**src/verilog/gpio_port_pkg.sv**
```systemverilog
package gpio_port_pkg;

  // ------------------------------------------------------------
  // Register offsets
  // ------------------------------------------------------------
  localparam logic [4:0] OFS_CFG_LOW   = 5'h00;
  localparam logic [4:0] OFS_CFG_HIGH  = 5'h04;
  localparam logic [4:0] OFS_IN_LEVEL  = 5'h08;
  localparam logic [4:0] OFS_OUT_LATCH = 5'h0C;
  localparam logic [4:0] OFS_SET_CLR   = 5'h10;
  localparam logic [4:0] OFS_CLR_ONLY  = 5'h14;
  localparam logic [4:0] OFS_LOCK      = 5'h18;

  // ------------------------------------------------------------
  // Field layout and reset values
  // ------------------------------------------------------------
  localparam int NUM_PINS       = 16;
  localparam int PINS_PER_CFG   = 8;
  localparam int CFG_BITS       = 4;
  localparam int MODE_LSB       = 0;
  localparam int FUNC_LSB       = 2;
  localparam int CLR_HALF_LSB   = 16;
  localparam int LOCK_KEY_BIT   = 16;
  localparam logic [31:0] CFG_RESET      = 32'h4444_4444;
  localparam logic [15:0] OUT_RESET      = 16'h0000;
  localparam logic [3:0]  CFG_PULLED_IN  = 4'h8;
  localparam logic [3:0]  CFG_FLOAT_IN   = 4'h4;

  // Mode field codes
  localparam logic [1:0] MODE_INPUT  = 2'h0;
  localparam logic [1:0] MODE_OUT_10 = 2'h1;
  localparam logic [1:0] MODE_OUT_2  = 2'h2;
  localparam logic [1:0] MODE_OUT_50 = 2'h3;

  // Function field codes, input mode
  localparam logic [1:0] FN_ANALOG   = 2'h0;
  localparam logic [1:0] FN_FLOATING = 2'h1;
  localparam logic [1:0] FN_PULLED   = 2'h2;

  // Function field bits, output mode
  localparam int FN_OPEN_DRAIN_BIT = 0;
  localparam int FN_PERIPH_BIT     = 1;

  // ------------------------------------------------------------
  // Register bus carrier
  // ------------------------------------------------------------
  typedef struct packed {
    logic        wr;
    logic        rd;
    logic [4:0]  addr;
    logic [31:0] wdata;
  } reg_req_t;

  // Lock key sequencer states, Gray coded along the path
  typedef enum logic [1:0] {
    LK_IDLE  = 2'b00,
    LK_ONE   = 2'b01,
    LK_ZERO  = 2'b11,
    LK_CHECK = 2'b10
  } lock_state_t;

endpackage : gpio_port_pkg

```
**src/verilog/gpio_port_pin_control.sv**
```systemverilog
// Operation
// - After reset all pins except debug pins are floating inputs with both pulls off.
// - Debug pins come up pulled: 15 up, 14 down, 13 up, B4 up.
// - Input level register samples every pin each clock, in every mode except analog input.
// - Pulled/floating input: driver off, trigger on, pull per configuration.
// - Analog input: driver, digital path and pulls off, reads zero.
// - General output: driver on, sampling on, pulls off.
// - Push-pull drives the latch value; latch reads back as written.
// - Open-drain: latch 0 drives low, 1 releases; read pin via input.
// - Alternate function: peripheral drives pin, pulls off, still sampled.
// - Set/clear register changes latch bits in one write.
// - Locked pin configuration ignores writes until reset.
// - Mode field: 00 input, 01 10MHz, 10 2MHz, 11 50MHz.
// - Input function: 00 analog, 01 floating, 10 pulled, 11 reserved.
// - Output function: latch/peripheral driven, push-pull/open-drain.
// - Low configuration register at 0x00 resets to 0x44444444.
// - High configuration register at 0x04 holds pins 8 to 15.
// - Upper half clears, lower half sets; set wins on both.
// - Clear-only register low bits clear latch bits on one.
`timescale 1ns/1ps
`default_nettype none
module gpio_port_pin_control #(
  parameter int           PINS        = 16,
  parameter logic [15:0]  DEBUG_PULLS = 16'h0000,
  parameter logic [15:0]  DEBUG_LATCH = 16'h0000
) (
  input  wire logic                   mclk,
  input  wire logic                   sys_rst,
  input  wire gpio_port_pkg::reg_req_t req,
  output logic [31:0]                 rdata,
  input  wire logic [PINS-1:0]        pin_in,
  output logic [PINS-1:0]             pin_out,
  output logic [PINS-1:0]             pin_oe,
  output logic [PINS-1:0]             pull_up,
  output logic [PINS-1:0]             pull_down,
  output logic [PINS-1:0]             analog_sel,
  input  wire logic [PINS-1:0]        periph_out,
  output logic [2*PINS-1:0]           pin_speed
);

  // ------------------------------------------------------------
  // State
  // ------------------------------------------------------------
  logic [63:0]        config_bits;
  logic [PINS-1:0]    out_latch;
  logic [PINS-1:0]    in_level;
  logic [PINS-1:0]    locked;
  logic [PINS-1:0]    lock_pending;
  logic               lock_key;
  gpio_port_pkg::lock_state_t lock_state;
  gpio_port_pkg::lock_state_t next_lock_state;
  logic [PINS-1:0]    sample_en;
  logic [63:0]        cfg_wmask;
  logic [63:0]        reset_cfg;
  logic [PINS-1:0]    next_latch;
  logic [31:0]        next_rdata;

  logic wr_low;
  logic wr_high;
  logic wr_out;
  logic wr_setclr;
  logic wr_clr;
  logic wr_lock;

  assign wr_low    = req.wr && (req.addr == gpio_port_pkg::OFS_CFG_LOW);
  assign wr_high   = req.wr && (req.addr == gpio_port_pkg::OFS_CFG_HIGH);
  assign wr_out    = req.wr && (req.addr == gpio_port_pkg::OFS_OUT_LATCH);
  assign wr_setclr = req.wr && (req.addr == gpio_port_pkg::OFS_SET_CLR);
  assign wr_clr    = req.wr && (req.addr == gpio_port_pkg::OFS_CLR_ONLY);
  assign wr_lock   = req.wr && (req.addr == gpio_port_pkg::OFS_LOCK);

  // ------------------------------------------------------------
  // Reset configuration with debug pins pulled
  // ------------------------------------------------------------
  always_comb begin
    reset_cfg = {2{gpio_port_pkg::CFG_RESET}};
    for (int i = 0; i < PINS; i++) begin
      if (DEBUG_PULLS[i]) begin
        reset_cfg[i*gpio_port_pkg::CFG_BITS +: gpio_port_pkg::CFG_BITS] =
          gpio_port_pkg::CFG_PULLED_IN;
      end
    end
  end

  // Locked pins keep their four configuration bits
  always_comb begin
    cfg_wmask = '1;
    for (int i = 0; i < PINS; i++) begin
      if (locked[i]) begin
        cfg_wmask[i*gpio_port_pkg::CFG_BITS +: gpio_port_pkg::CFG_BITS] =
          4'h0;
      end
    end
  end

  // ------------------------------------------------------------
  // Configuration registers
  // ------------------------------------------------------------
  // Reset loads the strap pattern; debug pins come up pulled, the rest
  // float. The pull direction of a debug pin comes from its latch bit.
  always_ff @(posedge mclk) begin
    if (sys_rst) begin
      config_bits <= reset_cfg;
    end else begin
      if (wr_low) begin
        config_bits[31:0] <= (config_bits[31:0] & ~cfg_wmask[31:0])
                           | (req.wdata & cfg_wmask[31:0]);
      end
      if (wr_high) begin
        config_bits[63:32] <= (config_bits[63:32] & ~cfg_wmask[63:32])
                            | (req.wdata & cfg_wmask[63:32]);
      end
    end
  end

  // ------------------------------------------------------------
  // Output latch
  // ------------------------------------------------------------
  always_comb begin
    next_latch = out_latch;
    if (wr_out) begin
      next_latch = req.wdata[PINS-1:0];
    end else if (wr_setclr) begin
      next_latch = (out_latch
                   & ~req.wdata[gpio_port_pkg::CLR_HALF_LSB +: PINS])
                   | req.wdata[PINS-1:0];
    end else if (wr_clr) begin
      next_latch = out_latch & ~req.wdata[PINS-1:0];
    end
  end

  always_ff @(posedge mclk) begin
    if (sys_rst) begin
      // Latch bits of debug pins pick pull-up or pull-down
      out_latch <= gpio_port_pkg::OUT_RESET | DEBUG_LATCH;
    end else begin
      out_latch <= next_latch;
    end
  end

  // ------------------------------------------------------------
  // Input sampling, every clock
  // ------------------------------------------------------------
  always_ff @(posedge mclk) begin
    if (sys_rst) begin
      in_level <= '0;
    end else begin
      in_level <= pin_in & sample_en;
    end
  end

  // ------------------------------------------------------------
  // Lock key sequencer: key 1, key 0, key 1, then a read-back
  // ------------------------------------------------------------
  assign lock_key = req.wdata[gpio_port_pkg::LOCK_KEY_BIT];

  always_comb begin
    next_lock_state = lock_state;
    if (wr_lock) begin
      next_lock_state = gpio_port_pkg::LK_IDLE;
      case (lock_state)
        gpio_port_pkg::LK_IDLE: begin
          if (lock_key) next_lock_state = gpio_port_pkg::LK_ONE;
        end
        gpio_port_pkg::LK_ONE: begin
          if (!lock_key) next_lock_state = gpio_port_pkg::LK_ZERO;
        end
        gpio_port_pkg::LK_ZERO: begin
          if (lock_key) next_lock_state = gpio_port_pkg::LK_CHECK;
        end
        default: begin
          if (lock_key) next_lock_state = gpio_port_pkg::LK_ONE;
        end
      endcase
    end
  end

  always_ff @(posedge mclk) begin
    if (sys_rst) begin
      lock_state <= gpio_port_pkg::LK_IDLE;
    end else begin
      lock_state <= next_lock_state;
    end
  end

  // Pin mask of the latest key write; the closing write must repeat it
  always_ff @(posedge mclk) begin
    if (sys_rst) begin
      lock_pending <= '0;
    end else if (wr_lock && lock_state != gpio_port_pkg::LK_ZERO) begin
      lock_pending <= req.wdata[PINS-1:0];
    end
  end

  // Only the pattern captured on the second key write may commit
  always_ff @(posedge mclk) begin
    if (sys_rst) begin
      locked <= '0;
    end else if (wr_lock && lock_state == gpio_port_pkg::LK_ZERO && lock_key
                 && req.wdata[PINS-1:0] == lock_pending) begin
      locked <= locked | lock_pending;
    end
  end

  // ------------------------------------------------------------
  // Per-pin drive logic
  // ------------------------------------------------------------
  for (genvar p = 0; p < PINS; p++) begin : g_pin
    gpio_pin_cell u_cell (
      .cfg        (config_bits[p*gpio_port_pkg::CFG_BITS +:
                               gpio_port_pkg::CFG_BITS]),
      .latch      (out_latch[p]),
      .periph_out (periph_out[p]),
      .pin_in     (pin_in[p]),
      .pin_out    (pin_out[p]),
      .pin_oe     (pin_oe[p]),
      .pull_up    (pull_up[p]),
      .pull_down  (pull_down[p]),
      .sample_en  (sample_en[p]),
      .analog_sel (analog_sel[p])
    );
    assign pin_speed[2*p +: 2] =
      config_bits[p*gpio_port_pkg::CFG_BITS +: 2];
  end

  // ------------------------------------------------------------
  // Read data select; reserved and write-only words read zero
  // ------------------------------------------------------------
  // Set/clear and clear-only words return zero, so software never
  // mistakes a strobe word for latch state.
  always_comb begin
    next_rdata = 32'h0000_0000;
    if (req.addr == gpio_port_pkg::OFS_CFG_LOW) begin
      next_rdata = config_bits[31:0];
    end else if (req.addr == gpio_port_pkg::OFS_CFG_HIGH) begin
      next_rdata = config_bits[63:32];
    end else if (req.addr == gpio_port_pkg::OFS_IN_LEVEL) begin
      next_rdata = {16'h0000, in_level};
    end else if (req.addr == gpio_port_pkg::OFS_OUT_LATCH) begin
      next_rdata = {16'h0000, out_latch};
    end else if (req.addr == gpio_port_pkg::OFS_LOCK) begin
      next_rdata = {15'h0000, (lock_state == gpio_port_pkg::LK_CHECK),
                    locked};
    end
  end

  // ------------------------------------------------------------
  // Read data register
  // ------------------------------------------------------------
  // Holds between reads so a slow master may sample it late
  always_ff @(posedge mclk) begin
    if (sys_rst) begin
      rdata <= '0;
    end else if (req.rd) begin
      rdata <= next_rdata;
    end
  end

endmodule : gpio_port_pin_control
`default_nettype wire

```
**src/verilog/gpio_pin_cell.sv**
```systemverilog
`timescale 1ns/1ps
`default_nettype none
module gpio_pin_cell (
  input  wire logic [3:0] cfg,
  input  wire logic       latch,
  input  wire logic       periph_out,
  input  wire logic       pin_in,
  output logic            pin_out,
  output logic            pin_oe,
  output logic            pull_up,
  output logic            pull_down,
  output logic            sample_en,
  output logic            analog_sel
);

  logic [1:0] mode;
  logic [1:0] func;
  logic       drive_val;
  logic       is_output;

  assign mode      = cfg[gpio_port_pkg::MODE_LSB +: 2];
  assign func      = cfg[gpio_port_pkg::FUNC_LSB +: 2];
  assign is_output = (mode != gpio_port_pkg::MODE_INPUT);

  always_comb begin
    drive_val  = func[gpio_port_pkg::FN_PERIPH_BIT] ? periph_out : latch;
    pin_out    = 1'b0;
    pin_oe     = 1'b0;
    pull_up    = 1'b0;
    pull_down  = 1'b0;
    sample_en  = 1'b1;
    analog_sel = 1'b0;
    if (is_output) begin
      // Pulls stay off while driving
      if (func[gpio_port_pkg::FN_OPEN_DRAIN_BIT]) begin
        pin_out = 1'b0;
        pin_oe  = ~drive_val;
      end else begin
        pin_out = drive_val;
        pin_oe  = 1'b1;
      end
    end else begin
      case (func)
        gpio_port_pkg::FN_ANALOG: begin
          sample_en  = 1'b0;
          analog_sel = 1'b1;
        end
        gpio_port_pkg::FN_PULLED: begin
          pull_up   = latch;
          pull_down = ~latch;
        end
        default: begin
          // Floating, and reserved code treated as floating
        end
      endcase
    end
  end

  // Sampling of pin_in is done in the port register; unused here
  logic unused_in;
  assign unused_in = pin_in;

endmodule : gpio_pin_cell
`default_nettype wire

```
**config.mk**
```make
export PLATFORM = sky130hd
export DESIGN_NAME = gpio_port_pin_control
export DESIGN_NICKNAME = d
export VERILOG_FILES = /design/src/verilog/gpio_port_pkg.sv /design/src/verilog/gpio_port_pin_control.sv /design/src/verilog/gpio_pin_cell.sv
export SDC_FILE = /design/constraint.sdc
export NUM_CORES = 1
export LEC_CHECK = 0
export BUFFER_PORTS_ARGS = -buffer_cell sky130_fd_sc_hd__buf_2
export CAP_MARGIN = 30
export CORE_ASPECT_RATIO = 0.9
export CORE_MARGIN = 10
export CORE_UTILIZATION = 42
export CTS_CLUSTER_DIAMETER = 100
export CTS_CLUSTER_SIZE = 20
export DETAILED_ROUTE_END_ITERATION = 10
export HOLD_SLACK_MARGIN = 0.02
export PLACE_DENSITY = 0.73
export SLEW_MARGIN = 40
export SYNTH_ARGS = -nofsm -noshare
export SYNTH_HDL_FRONTEND = slang
export SYNTH_SLANG_ARGS = --single-unit
```
**constraint.sdc**
```tcl
create_clock -name mclk -period 1.6 [get_ports mclk]
set_clock_uncertainty 0.15 [all_clocks]
set_input_delay 0.08 -clock mclk [delete_from_list [all_inputs] [get_ports mclk]]
set_output_delay 0.08 -clock mclk [all_outputs]
set_load 0.05 [all_outputs]
```
# [Yosys cells after proc, flatten, opt, wreduce, memory -nomap -nowiden]
# Index checks and enable logic that the tools add are counted.
[classes] n_eq_ne=27 muxes=236 bitwise_logic=47 n_reduce_logical=44
[op_table] op="$mux 1" count=209
[op_table] op="$and 32x32->32" count=4
[op_table] op="$mux 32" count=2
[op_table] op="$mux 4" count=16
[op_table] op="$not 32->32" count=2
[op_table] op="$or 32x32->32" count=2
[op_table] op="$mux 17" count=3
[op_table] op="$and 16x16->16" count=3
[op_table] op="$mux 16" count=3
[op_table] op="$eq 2x2->1 const B" count=18
[op_table] op="$logic_not 2->1" count=16
[op_table] op="$not 1->1" count=32
[op_table] op="$not 16->16" count=2
[op_table] op="$or 16x16->16" count=2
[op_table] op="$reduce_bool 2->1" count=16
[op_table] op="$eq 16x16->1" count=1
[op_table] op="$eq 5x5->1 const B" count=3
[op_table] op="$eq 5x4->1 const B" count=2
[op_table] op="$logic_and 1x1->1" count=10
[op_table] op="$eq 5x3->1 const B" count=1
[op_table] op="$logic_not 5->1" count=1
[op_table] op="$mux 2" count=2
[op_table] op="$pmux 2 s2" count=1
[op_table] op="$reduce_bool 3->1" count=1
[op_table] op="2 further kinds" count=2
[totals] ff_bits=162 wordCells=362

# [Logic depth before layout (Yosys ltp)]
[depth] ltp_word=6 mapped_depth=8 mapped_depth_nobuf=5

# [Cells and area by module]
# From an unflattened synthesis, not the netlist that was laid out.
[hier_totals] hier_cells=922 area_unflattened_um2=8545.7
[by_module_without_submodules] module="gpio_port_pin_control" instances=1 cells_per_inst=794 area_per_inst_um2=7484.7 seq_area_each_um2=3243.1
[by_module_without_submodules] module="gpio_pin_cell" instances=16 cells_per_inst=8 area_per_inst_um2=66.3 seq_area_each_um2=0.0

# [Least setup slack after synthesis]
# Ideal clock, no wire load.
[synth_timing] path_type="register to register" start="register lock_pending[12]" end="register locked[7]" setup_ps=59 t_arrival_ps=1551 t_required_ps=1391 slack_ps=-160 path_stages_with_launch=7 path_buffers=1 period_less_slack_ps=1760 path_cell_list="dfxtp_1 > xor2_1 > nor4_1 > nand3_1 > nor4_4 > buf_4 > a22o_1"
[synth_via] elab_chain_len=2
[synth_lines] item="from (decl)" line_no="gpio_port_pin_control.sv:48" source="logic [PINS-1:0] lock_pending;"
[synth_lines] item="from (signal assigned)" line_no="gpio_port_pin_control.sv:191" source="lock_pending <= req.wdata[PINS-1:0];"
[synth_lines] item="$eq 16x16->1" line_no="gpio_port_pin_control.sv:200" source="&& req.wdata[PINS-1:0] == lock_pending) begin"
[synth_lines] item="$logic_and 1x1->1" line_no="gpio_port_pin_control.sv:200"
[synth_lines] item="to (signal assigned)" line_no="gpio_port_pin_control.sv:201" source="locked <= locked | lock_pending;"
[synth_lines] item="to (decl)" line_no="gpio_port_pin_control.sv:47" source="logic [PINS-1:0] locked;"
# Every way passes these cells.
# A chain may end at the register's enable or synchronous reset.

# [Final worst setup path]
[layout_timing] start="register lock_pending[0]" end="register locked[15]"
# Same word-level chain as after synthesis.

==> impl_metrics.env <==
export IMPL_status="finished with violations"
export IMPL_violations="setup timing"
export IMPL_route_met2_wl_um=15100
export IMPL_routed_wl_met3_um=2590
export IMPL_synth_area_per_cell_sq_um=8.70
export IMPL_critPathRequiredTime_ns=1.82
export IMPL_vias=8382
export IMPL_critPathLaunch="lock_pending[0]"
export IMPL_routedWlPerCell_um=21.6
export IMPL_io_pins=217
export IMPL_hold_viol_final=0
export IMPL_synth_edf_count=0
export IMPL_cp_arrival_ns=2.00
export IMPL_multi_input_area_sq_um=5170
export IMPL_synthCells=987
export IMPL_gr_total_overflow=0
export IMPL_fin_crit_sh=1.12
export IMPL_die_w_um=171
export IMPL_gr_usage_all_layers=0.224
export IMPL_start_util=0.428
export IMPL_areaGrowthSynthToFinish_pct=47.5
export IMPL_dp_slack_ns=-0.218
export IMPL_setup_viol_count_final=55
export IMPL_clock_sinks=162
export IMPL_utilization=0.632
export IMPL_antenna_found_initial=1
export IMPL_drive_above_1_share=0.491
export IMPL_yosysTopAreaCell="dfxtp_1"
export IMPL_fmax_mhz=560
export IMPL_ctsLongestPathBuffers=2
export IMPL_drtIter0Drc=821
export IMPL_core_rowCount=49
export IMPL_maxCapViolCount=0
export IMPL_fin_ws_ns=-0.187
export IMPL_firstDrtPassIters=5
export IMPL_cp_slowest_stage_delay_ns=0.32
export IMPL_synth_main_ff_cell="dfxtp_1"
export IMPL_endpoint="locked[15]"
export IMPL_synthArstFlopShare=0
export IMPL_coreArea_sq_um=20000
export IMPL_yosysMostFrequentCell="dfxtp_1"
export IMPL_clkLatencyLatePin_ns=0.43
export IMPL_seq_area_sq_um=3450
export IMPL_netlist_area_sq_um=8590
export IMPL_grt_pass1_wl_um=47300
export IMPL_clk_pin_slew_ns=0.07
export IMPL_drc=0
export IMPL_dp_hpwl_um=21300
export IMPL_path_depth=6
export IMPL_chipHeight_um=156
export IMPL_yosys_warnings=0
export IMPL_ctsRootBufferMaster="clkbuf_16"
export IMPL_rr_startpoint="lock_pending[0]"
export IMPL_path_buf_inv=1
export IMPL_reg2reg_slack_ns=-0.19
export IMPL_synthTopCellsByCount="dfxtp_1 (162), nor2_1 (160), buf_4 (114)"
export IMPL_drv_slew=0
export IMPL_critPathCaptureType="flip-flop"
export IMPL_finalCriticalPeriod_ns=1.79
export IMPL_worst_pin_slew_ns=0.524
export IMPL_final_nets=1288
export IMPL_met1_length_um=13400
export IMPL_dieArea_sq_um=26600
export IMPL_min_from="req[37]"
export IMPL_wirelength_um=32100
export IMPL_grt_pass1_vias=8110
export IMPL_whs_path_depth=4
export IMPL_cellPowerDensity_nw_per_um2=747
export IMPL_ff2ff_path_depth=6
export IMPL_hold_class="in2reg"
export IMPL_synth_nets=1060
export IMPL_critPathKind="reg2reg"
export IMPL_report_power_total_mw=9.47
export IMPL_drtAntennaViolNets=0
export IMPL_cp_max_fo=8
export IMPL_n_fill_cell=1499
export IMPL_crit_family="simple AND/OR/NAND/NOR gates"
export IMPL_synth_top_cell_area_share=0.378
export IMPL_cts_buffers=17
export IMPL_top_layer_used="met4"
export IMPL_leakage_nw=5.51
export IMPL_cp_slowest_cell="dfxtp_1"
export IMPL_synthTopCellsByArea="dfxtp_1 (38%), buf_4 (10%), mux2i_1 (7.6%)"
export IMPL_cts_tree="built"
export IMPL_synth_seq_area_share=0.378
export IMPL_ir_drop_mv=0.583
export IMPL_relSlewSlack=0.650
export IMPL_ys_types=38
export IMPL_reg2reg_to="locked[15]"
export IMPL_ys_ff_latch=162
export IMPL_io_buffers=216
export IMPL_place_gp_congestion=0.896
export IMPL_htreeDepth=4
export IMPL_critPathLaunchType="flip-flop"
export IMPL_rsz0062_at_grt="yes"
export IMPL_vias_per_cell=5.64
export IMPL_crit_chain="xor2_1 > nor4_2 > nand4_1 > nor4_4 > buf_6 > a22o_1"
export IMPL_grt_max_degree=65
power breakdown:
group          total (mW)  internal, mW  switching (mW)  leakage [nW]
logic                1.06         0.442           0.616          3.86
clock network        4.31          2.59            1.72         0.299
registers            4.10          4.04          0.0647          1.35
total                9.47          7.07            2.40          5.51
worst min-delay path by stage:
stage	to	slack [ns]
6_report	rdata[22]	0.03
5_1_grt	rdata[17]	0.04
4_1_cts	rdata[17]	0.02
3_5_place_dp	in_level[7]	0.20
2_1_floorplan	out_latch[10]	0.06
3_3_place_gp	flip-flop	0.20
worst min-delay path, delay by kind of cell:
kind / cells / cell delay, ns
buffers and inverters: 2 / 0.30
AO/OA/AOI/OAI: 1 / 0.06
AND/OR/NAND/NOR: 1 / 0.10
final cells by class:
type | count | area share
multi-input cells | 648 | 0.408
flip-flops and latches | 162 | 0.272
repair buffers | 369 | 0.240
clock buffers | 20 | 0.0368
well taps | 255 | 0.0252
clock inverters | 12 | 0.0121
inverters | 17 | 0.00504
diodes | 2 | 0.000395
timing repair:
item / CTS / global route
resized for setup: 318 / 138
hold buffers: 48 / 0
setup endpoints to repair: 96 / 97
endpoints found under the hold margin: 111 / 0
buffers inserted: 15 / 14
pin swaps: 26 / 25
cell families after synthesis:
logic type             Yosys count  share of synthesized area
flip-flops                     162                      0.378
XOR/XNOR                        16                     0.0163
AND/OR/NAND/NOR                368                      0.217
multiplexers                   112                      0.137
buffers and inverters          177                      0.129
AO/OA/AOI/OAI                  152                      0.123
metal layers:
layer / track usage / vias to the layer above
li1: - / 3824
met1: 0.292 / 4052
met2: 0.357 / 435
met3: 0.0511 / 71
met4: 0.0768 / 0
met5: 0 / -
through the flow:
stage	setup TNS, ns	cells	hold slack (ns)	cell area, sq um
2_1_floorplan	-4.35	987	0.0627	8700
3_3_place_gp	-7.89	1374	0.199	9710
3_5_place_dp	-12.08	1374	0.199	9710
4_1_cts	-3.12	1469	0.0234	12000
5_1_grt	-7.27	1484	0.0372	12700
6_report	-4.30	1485	0.0314	12700
layout by cell type, fill, tap and decap left out, types with 17 or more instances in the layout:
cell,n
mux2_2,31
clkbuf_16,17
buf_2,135
nand3_1,17
o21ai_0,35
buf_6,69
nand2_1,36
a22o_1,47
nand2b_1,32
mux2i_1,65
nor2_1,131
dfxtp_4,41
dfxtp_2,40
nor4_4,18
nor2_2,26
dlygate4sd3_1,48
nor3_1,18
dfxtp_1,81
a21oi_1,18
inv_1,17
buf_4,94
Note: power is estimated with default switching activity, not from simulation.
